**src/rtl/enc_io_regs.vh**
```
// Register map, field positions and timing constants of the encoder in/out block
`ifndef ENC_IO_REGS_VH
`define ENC_IO_REGS_VH
`define ADDR_CTRL        4'h0
`define ADDR_OUT_LINES   4'h1
`define ADDR_EDGE_GAP    4'h2
`define ADDR_ANGLE       4'h3
`define ADDR_IN_LINES    4'h4
`define ADDR_IN_POS      4'h5
`define ADDR_IN_LATCH    4'h6
`define ADDR_STATUS      4'h7
`define CTRL_IDX_EN      0
`define CTRL_PD_MODE     1
`define CTRL_IN_CLR      2
`define CTRL_RESET       32'h0000_0001
`define OUT_LINES_RESET  15'h0400
`define OUT_LINES_MAX    15'h2000
`define OUT_LINES_TOP    15'h4000
`define IN_LINES_RESET   29'h0000_0400
`define IN_LINES_MAX     29'h1000_0000
`define EDGE_GAP_RESET   16'h0000
`define ANGLE_BITS       16
`define IDX_PHASE        17'h2
`define SYNC_WARM        2'h3
`define MIN_EDGE_NS      200
`define CLK_NS           20
`define MIN_EDGE_CYC     ((`MIN_EDGE_NS + `CLK_NS - 1) / `CLK_NS)
`endif

```
**src/rtl/incremental_encoder_in_out.v**
```verilog
// Incremental encoder input decoder and incremental encoder output emulator
// Functional notes
// - Output tracks A and B follow the rotor angle, scaled to the programmed lines per turn.
// - The output line count is programmable from 1 to 8192 and also exactly 16384.
// - The index output is high once per turn for a quarter line while A and B are both high.
// - A control bit turns the index output off while A and B keep running.
// - A programmable minimum gap between output edges caps the output edge rate.
// - With no gap set the emulator can step one edge per clock, far above 1.8 MHz lines/s.
// - The input decodes A, B and index N with a line count from 1 to 2^28.
// - A mode bit makes the two track inputs act as step pulse and direction.
`timescale 1ns/1ps
`default_nettype none
`include "enc_io_regs.vh"
module incremental_encoder_in_out (
   // Clock and reset
   input  wire        sys_clk,
   input  wire        rstn,
   // Avalon-MM slave
   input  wire [3:0]  address,
   input  wire        read,
   input  wire        write,
   input  wire [31:0] writedata,
   output reg  [31:0] readdata,
   output wire        waitrequest,
   // Rotor angle from the position sensor
   input  wire [15:0] rotor_angle,
   // Encoder input pins (A/step, B/direction, N/reset)
   input  wire        in_a,
   input  wire        in_b,
   input  wire        in_n,
   // Emulated encoder output pins
   output reg         out_a,
   output reg         out_b,
   output reg         out_n
);
   // Software-visible settings and counts
   reg  [31:0] ctrl;
   reg  [14:0] out_lines;
   reg  [15:0] edge_gap;
   reg  [28:0] in_lines;
   reg  [31:0] in_pos;
   reg  [31:0] in_latch;
   // Bus handshake: high in the answer cycle of each access
   reg         ack;
   // Pin synchroniser, three stages deep
   reg  [2:0]  s1;
   reg  [2:0]  s2;
   reg  [2:0]  s3;
   // Emulator pipeline: sampled angle, target and current edge positions
   reg  [15:0] ang;
   reg  [16:0] tgt;
   reg  [16:0] cur;
   reg  [15:0] gap_cnt;
   // Full product of angle and edges per turn; none of its bits may be dropped
   reg  [32:0] prod;
   reg  [16:0] diff;
   // Stages of the pin synchroniser that already hold a real sample
   reg  [1:0]  warm;

   // Control fields
   wire        idx_en = ctrl[`CTRL_IDX_EN];
   wire        pd     = ctrl[`CTRL_PD_MODE];
   wire        access = read | write;
   // Period of the emulated tracks in edges: four per line
   wire [16:0] period4 = {out_lines, 2'b00};
   // Pins rest at an unknown level; until the third stage holds a real sample a
   // pin that idles high would look like a rising edge and count a false step
   wire        armed  = (warm == `SYNC_WARM);

   // One wait cycle per access: request sampled, answer on the following edge
   assign waitrequest = access & ~ack;

   always @(posedge sys_clk or negedge rstn) begin
      if (!rstn) begin
         ack       <= 1'b0;
         ctrl      <= `CTRL_RESET;
         out_lines <= `OUT_LINES_RESET;
         edge_gap  <= `EDGE_GAP_RESET;
         in_lines  <= `IN_LINES_RESET;
         readdata  <= 32'h0;
      end else begin
         ack <= access & ~ack;
         // Writes land on the taken edge, so a following read sees the new value
         if (write & ~ack) begin
            case (address)
               `ADDR_CTRL:      ctrl <= writedata;
               `ADDR_OUT_LINES: begin
                  // Only 1..8192 or exactly 16384 accepted; others leave the value
                  if ((writedata[14:0] != 15'h0 && writedata[14:0] <= `OUT_LINES_MAX
                       && writedata[31:15] == 17'h0)
                      || writedata == {17'h0, `OUT_LINES_TOP})
                     out_lines <= writedata[14:0];
               end
               `ADDR_EDGE_GAP:  edge_gap <= writedata[15:0];
               `ADDR_IN_LINES: begin
                  // Zero or more than 2^28 lines would break the count wrap; refused
                  if (writedata[28:0] != 29'h0 && writedata[31:0] <= {3'h0, `IN_LINES_MAX})
                     in_lines <= writedata[28:0];
               end
               default: ;
            endcase
         end
         // Read data is registered and stands until the next read
         if (read & ~ack) begin
            case (address)
               `ADDR_CTRL:      readdata <= ctrl;
               `ADDR_OUT_LINES: readdata <= {17'h0, out_lines};
               `ADDR_EDGE_GAP:  readdata <= {16'h0, edge_gap};
               `ADDR_ANGLE:     readdata <= {16'h0, ang};
               `ADDR_IN_LINES:  readdata <= {3'h0, in_lines};
               `ADDR_IN_POS:    readdata <= in_pos;
               `ADDR_IN_LATCH:  readdata <= in_latch;
               `ADDR_STATUS:    readdata <= {29'h0, out_n, out_b, out_a};
               default:         readdata <= 32'h0;
            endcase
         end
      end
   end

   // Input pins pass two flops; the third stage is for edge detection only
   always @(posedge sys_clk or negedge rstn) begin
      if (!rstn) begin
         s1 <= 3'h0;
         s2 <= 3'h0;
         s3 <= 3'h0;
         warm <= 2'h0;
      end else begin
         s1 <= {in_n, in_b, in_a};
         s2 <= s1;
         s3 <= s2;
         // Saturates once the third stage is loaded
         if (!armed)
            warm <= warm + 2'h1;
      end
   end

   // Input position: wraps at four counts per line in quadrature mode
   wire [31:0] wrap = pd ? {3'h0, in_lines} : {1'b0, in_lines, 2'b00};
   wire        a_ch = armed & (s2[0] ^ s3[0]);
   wire        b_ch = armed & (s2[1] ^ s3[1]);
   reg         up;
   reg         step;
   always @* begin
      up   = 1'b0;
      step = 1'b0;
      if (pd) begin
         step = armed & s2[0] & ~s3[0];
         up   = s2[1];
      // Both tracks changing at once is a lost edge; it is skipped rather than guessed
      end else if (a_ch ^ b_ch) begin
         step = 1'b1;
         // Phase order: A leading B counts up
         up   = a_ch ? (s2[0] ^ s2[1]) : ~(s2[0] ^ s2[1]);
      end
   end

   // A clear wins over a step in the same cycle so the count restarts at zero.
   // Limitation: the count wraps silently; software must read it often enough to unwrap it
   always @(posedge sys_clk or negedge rstn) begin
      if (!rstn) begin
         in_pos   <= 32'h0;
         in_latch <= 32'h0;
      end else begin
         if ((pd && s2[2]) || (write && !ack && address == `ADDR_CTRL
                               && writedata[`CTRL_IN_CLR]))
            in_pos <= 32'h0;
         else if (step) begin
            if (up)
               in_pos <= (in_pos + 32'h1 >= wrap) ? 32'h0 : in_pos + 32'h1;
            else
               in_pos <= (in_pos == 32'h0) ? wrap - 32'h1 : in_pos - 32'h1;
         end
         if (!pd && armed && s2[2] && !s3[2])
            in_latch <= in_pos;
      end
   end

   // Emulator: target edge count = angle * 4 * lines / 2^16, walked one edge at a time
   always @(posedge sys_clk or negedge rstn) begin
      if (!rstn) begin
         ang     <= 16'h0;
         prod    <= 31'h0;
         tgt     <= 17'h0;
         cur     <= 17'h0;
         gap_cnt <= 16'h0;
         out_a   <= 1'b0;
         out_b   <= 1'b0;
         out_n   <= 1'b0;
      end else begin
         ang  <= rotor_angle;
         prod <= ang * period4;
         // Dropping the angle's fraction bits leaves an edge index inside the turn
         tgt  <= prod[32:`ANGLE_BITS];
         // After each edge the gap counter holds the next one back for edge_gap cycles;
         // a sudden jump of the target is therefore spread out, never dropped
         if (gap_cnt != 16'h0)
            gap_cnt <= gap_cnt - 16'h1;
         else if (tgt != cur) begin
            // Shortest way round the turn decides the direction
            if (diff < {1'b0, period4[16:1]})
               cur <= (cur + 17'h1 == period4) ? 17'h0 : cur + 17'h1;
            else
               cur <= (cur == 17'h0) ? period4 - 17'h1 : cur - 17'h1;
            gap_cnt <= edge_gap;
         end
         // Tracks are decoded from cur so they always change one at a time
         out_a <= (cur[1:0] == 2'b01) | (cur[1:0] == 2'b10);
         out_b <= cur[1];
         // Quarter line where A and B are both high, in the first line of the turn
         out_n <= idx_en & (cur == `IDX_PHASE);
      end
   end

   // Forward distance from cur to tgt around the turn; the sum cannot wrap in 17 bits,
   // since tgt stays below period4, and the result always stays below period4
   always @* begin
      diff = (tgt >= cur) ? tgt - cur : tgt + period4 - cur;
   end
endmodule // incremental_encoder_in_out
`default_nettype wire

```
**config.mk**
```make
export PLATFORM = sky130hd
export DESIGN_NAME = incremental_encoder_in_out
export DESIGN_NICKNAME = d
export VERILOG_FILES = /design/src/rtl/incremental_encoder_in_out.v
export VERILOG_INCLUDE_DIRS = /design/src /design/src/rtl
export SDC_FILE = /design/constraint.sdc
export NUM_CORES = 1
export LEC_CHECK = 0
export BUFFER_PORTS_ARGS = -buffer_cell sky130_fd_sc_hd__buf_2
export CORE_UTILIZATION = 30
export CTS_BUF_LIST = sky130_fd_sc_hd__clkbuf_4
export DETAILED_ROUTE_END_ITERATION = 12
export PLACE_DENSITY = 0.43
export SLEW_MARGIN = 30
export SYNTH_ARGS = -nofsm -noshare
export SYNTH_HDL_FRONTEND = slang
export SYNTH_SLANG_ARGS = --single-unit
```
**constraint.sdc**
```tcl
create_clock -name sys_clk -period 11 [get_ports sys_clk]
set_clock_uncertainty 0.2 [all_clocks]
set_input_delay 2.2 -clock sys_clk [delete_from_list [all_inputs] [get_ports sys_clk]]
set_output_delay 2.2 -clock sys_clk [all_outputs]
set_load 0.01 [all_outputs]
```
## Yosys cells after proc, flatten, opt, wreduce, memory -nomap -nowiden

Index checks and enable logic that the tools add are counted.

| word-level totals | value |
|---|---|
| bits in registers | 300 |
| bits in latches | 0 |
| memory bits (writable) | 0 |
| bits in read-only memories | 0 |
| input bits | 59 |
| output and inout port bits | 36 |
| word-level logic and storage cells | 116 |
| memories kept | 0 |

| operators by class | value |
|---|---|
| add/subtract/negate cells | 11 |
| multiply operators | 1 |
| div/mod/pow operators | 0 |
| $lt $le $gt $ge | 5 |
| eq/ne operators | 14 |
| shifts and indexed selects | 0 |
| multiplexer cells | 18 |
| bitwise logic cells | 18 |
| reduce and logical (&&, ||, !) cells | 29 |

Operators by type and width:

| cell | number |
|---|---|
| 32-bit one-hot mux with 8 select lines | 1 |
| 32-bit two-way mux | 5 |
| 17-bit two-way mux | 4 |
| 17-bit zero test | 2 |
| 17-bit by 1-bit subtractor with 17-bit output (second input constant) | 2 |
| 17-bit subtractor | 2 |
| 32-bit by 1-bit adder with 32-bit output (second input constant) | 1 |
| 32-bit by 15-bit equality test with 1-bit output (second input constant) | 1 |
| 32-bit by 31-bit >= comparator with 1-bit output | 1 |
| 32-bit by 29-bit less-or-equal comparator with 1-bit output (second input constant) | 1 |
| 32-bit zero test | 1 |
| 16-bit two-way mux | 2 |
| 31-bit by 1-bit subtractor with 32-bit output (second input constant) | 1 |
| 32-bit by 1-bit subtractor with 32-bit output (second input constant) | 1 |
| 16-bit by 15-bit multiplier with 31-bit output | 1 |
| 31-bit two-way mux | 1 |
| 29-bit nonzero test | 1 |
| 17-bit by 1-bit adder with 17-bit output (second input constant) | 1 |
| 17-bit adder | 1 |
| 17-bit equality test | 1 |
| 17-bit by 2-bit equality test with 1-bit output (second input constant) | 1 |
| 17-bit >= comparator | 1 |
| 17-bit by 16-bit less-than comparator with 1-bit output | 1 |
| 17-bit != test | 1 |
| 22 further kinds | 61 |

## Logic depth before layout (Yosys ltp)

| logic depth | value |
|---|---|
| depth in word-level cells | 8 |
| depth in mapped cells | 26 |

## Worst setup path before layout

Ideal clock, no wire load.

| path | value |
|---|---|
| kind | register to register |
| from | reg out_lines[10] |
| to | reg prod[32] |
| setup time | 125 ps |
| arrival | 5998 ps |
| required time | 10675 ps |
| setup slack | 4677 ps |
| stages on the path, launching flop included | 23 |
| path buffers | 2 |
| clock period less this slack | 6323 ps |
| path through | dfstp_2 clkbuf_1 buf_1 nand2_1 fa_1 inv_1 fa_1 fa_1 fa_1 fa_1 inv_1 fa_1 inv_1 ha_1 nand3_1 o22ai_1 nor4_1 o31a_1 o31ai_1 a21oi_1 o211ai_1 a21oi_1 xnor2_1 |

| on the way | value |
|---|---|
| cells in the longest elaborated chain, start to end | 1 |

RTL lines:

| what | RTL line | text |
|---|---|---|
| from (decl) | incremental_encoder_in_out.v:38 | `reg [14:0] out_lines;` |
| from (signal assigned) | incremental_encoder_in_out.v:77 | `` out_lines <= `OUT_LINES_RESET; `` |
| from (signal assigned) | incremental_encoder_in_out.v:92 | `out_lines <= writedata[14:0];` |
| 16-bit by 15-bit multiplier with 31-bit output | incremental_encoder_in_out.v:191 | `prod <= ang * period4;` |
| to (signal assigned) | incremental_encoder_in_out.v:191 |  |
| to (decl) | incremental_encoder_in_out.v:55 | `reg [32:0] prod;` |

Every way passes these cells.
A chain may end at the register's enable or synchronous reset.

## Final worst setup path

| path | value |
|---|---|
| from | reg out_lines[6] |
| to | reg prod[32] |

Same word-level chain as after synthesis.

==> impl_metrics.tcl <==
set metrics [dict create \
    insertion_delay_ps 910 \
    place.gp.congestion 0.864 \
    synth_compound_area_share_pct 14.1 \
    synth-edff-count 0 \
    drc 2 \
    grt_max_degree 69 \
    track_usage_pct 21.7 \
    netlist_instances 2879 \
    violations "DRC" \
    synth_xor_area_share_pct 4.68 \
    dr.pass1.iters 10 \
    synth_area_mm2 0.0262 \
    fillers 9089 \
    p_per_area_mw_per_mm2 345 \
    critical_path_class "reg -> reg" \
    yosys_warnings 0 \
    clock_path_buffers 3 \
    yosysMostFrequentCell "inv_1" \
    numCtsBuffers 89 \
    postSynthAreaPerCell_um2 9.11 \
    tns_ps 0 \
    drv_cap 0 \
    core_area_mm2 0.0866 \
    portBuffers 94 \
    worstPathRequired_ps 11510 \
    synth_top_area_share_pct 27.0 \
    syn2layout_area_growth_pct 10.7 \
    critPathMaxFanout 19 \
    synth.area.mux_share_pct 6.31 \
    path_buf_inv 3 \
    ys_seq_area_share_pct 27.3 \
    arrival_ps 7700 \
    synth_top_flop_cell "dfrtp_1" \
    crit_family "adder cells" \
    ys_seq_elements 286 \
    synth.area.top_cells "dfrtp_1 (27%), fa_1 (15%), ha_1 (8.5%)" \
    grt_pass1_vias 22898 \
    synth_cell_types 82 \
    finalHoldViolCount 0 \
    cts.reportedPaths.clkPinSlew_ps 70 \
    crit_chain "nand2_1, fa_1, fa_1, inv_1, fa_1, fa_1, fa_1, inv_1, fa_1, inv_1, ha_1, nand3_1, o22ai_1, nor4_1, o31a_1, o31ai_2, a21oi_1, o211ai_1, a21oi_1, xnor2_1" \
    synth.largest_area_cell "dfrtp_1" \
    ant_nets 0 \
    final_layout_size_suffix_gt1_share_pct 14.2 \
    antenna_found_initial 11 \
    h-tree-depth 3 \
    die_area_mm2 0.0886 \
    root_buffer "clkbuf_4" \
    grt_first_pass_wirelength_um 146000 \
    leakage_nw 13.5 \
    nNetsFinal 3366 \
    rsz0062_at_grt "no" \
    synth_top_family_by_area "adder cells" \
    period_needed_ps 7200 \
    path_common_cell "fa_1" \
    cpPeakStageDelay_ps 990 \
    gr-total-overflow 0 \
    critPathLaunchType "flip-flop" \
    dp.cells 3996 \
    synthAdderAreaFrac_pct 23.4 \
    min_path_type "reg -> reg" \
    io_pins 95 \
    synth-simple-area-share_pct 17.0 \
    worst_slew_pin_slew_ps 1010 \
    dr_total_vias 22282 \
    vias_per_cell 5.37 \
    syn-num-nets 3312 \
    peakVddDrop_mv 1.05 \
    routed_wl_um 95900 \
    die_x_um 298 \
    wire_per_inst_um 23.1 \
    start_util_pct 30.3 \
    cts_tree "built" \
    cts.repair.resized 0 \
    synthTopCellsByCount "inv_1 (321), dfrtp_1 (283), nand2_1 (279)" \
    slew_headroom_pct 31.6 \
    multi_input_area_mm2 0.0173 \
    final_cell_count_no_fill 4153 \
    std_cell_rows 108 \
    dp_hpwl_um 72100 \
    die_h_um 298 \
    max_freq_mhz 139 \
    postCtsHoldBufs 0 \
    timing.final.crit_share_pct 65.4 \
    status "finished, violations left" \
    drtIter0Drc 1963 \
    register_area_mm2 0.00716 \
    postCtsSetupRepairBufs 0 \
    total_power_mw 10.0 \
    clock-sinks 286 \
    drv_slew 0 \
    crit_slowest_cell "dfrtp_1" \
    setup_violations 0 \
    endpoint_kind "flip-flop" \
    synth_async_sr_flop_share_pct 100 \
]
## metal layers
metal	wire, um	vias up	track usage [%]
li1	-	10056	-
met1	44400	11339	31.0
met2	43800	743	34.1
met3	5330	138	2.89
met4	2350	6	6.09
met5	35	-	0
## path summary, 6_finish.rpt
kind / from / end / cells past startpoint / slack [ps]
min in group asynchronous: rstn / in_lines[0]$_DFFE_PN0P_ / 1 / 1060
worst min register to register: prod[31]$_DFF_PN0_ / tgt[15]$_DFF_PN0_ / 0 / 150
worst max-delay path: out_lines[6]$_DFFE_PN0P_ / prod[32]$_DFF_PN0_ / 20 / 3800
max in group asynchronous: rstn / prod[27]$_DFF_PN0_ / 3 / 7880
worst max register to register: out_lines[6]$_DFFE_PN0P_ / prod[32]$_DFF_PN0_ / 20 / 3800
worst min-delay path: prod[31]$_DFF_PN0_ / tgt[15]$_DFF_PN0_ / 0 / 150
## state kept, by name, summed over array words and instances (netlist names), 15 cells and up
name / cells
cur: 17
tgt: 17
in_pos: 32
in_lines: 29
gap_cnt: 16
out_lines: 15
ctrl: 32
prod: 17
ang: 16
edge_gap: 16
in_latch: 32
readdata: 32
## cell type report
type,instances,area share (%)
Tap cell,1155,4.98
Multi-Input combinational cell,2097,59.6
Clock buffer,130,3.36
Timing Repair Buffer,135,2.79
Sequential cell,286,24.7
Clock inverter,22,0.396
Inverter,324,4.19
Antenna cell,4,0.0345
## stage by stage
stage	worst slack (ps)	hold slack, ps	utilization, %	area, um^2
finish	3800	145	33.5	29000
global route	3440	164	33.5	29000
CTS	3840	145	33.5	29000
detailed placement	3930	135	32.2	27900
global placement	3630	133	32.2	27900
floorplan	4680	131	-	26200
## power by group
group	internal, mW	switching (mW)
registers	1.40	0.499
clock network	0.541	0.545
logic	2.70	4.32
total	4.64	5.37
## kinds of logic after synthesis
| group | after synthesis |
|---|---|
| mux | 151 |
| buf+inv | 496 |
| compound gates | 550 |
| xor+xnor | 140 |
| simple gates | 882 |
| flops | 286 |
| fa+ha+maj | 374 |
## cell usage in the layout (no fill, tap or decap), types with 14 or more instances in the layout
master / n
a21o_1: 32
a221oi_1: 21
a22o_1: 18
a21oi_1: 117
and3_1: 22
buf_2: 94
mux2_2: 111
xor2_1: 41
fa_1: 195
nor2_1: 128
buf_4: 38
a31oi_1: 22
and2_1: 148
a22oi_1: 45
o211ai_1: 19
a211oi_1: 20
nor3_1: 54
dfrtp_1: 282
mux2i_1: 39
clkinv_1: 15
nand3_1: 66
a222oi_1: 14
nand2_1: 277
nand4_1: 42
nor2b_1: 15
nand2b_1: 15
nor4_1: 25
xnor2_1: 99
ha_1: 179
clkbuf_4: 130
inv_1: 321
o21ai_0: 119
(Power assumes the default switching activity.)
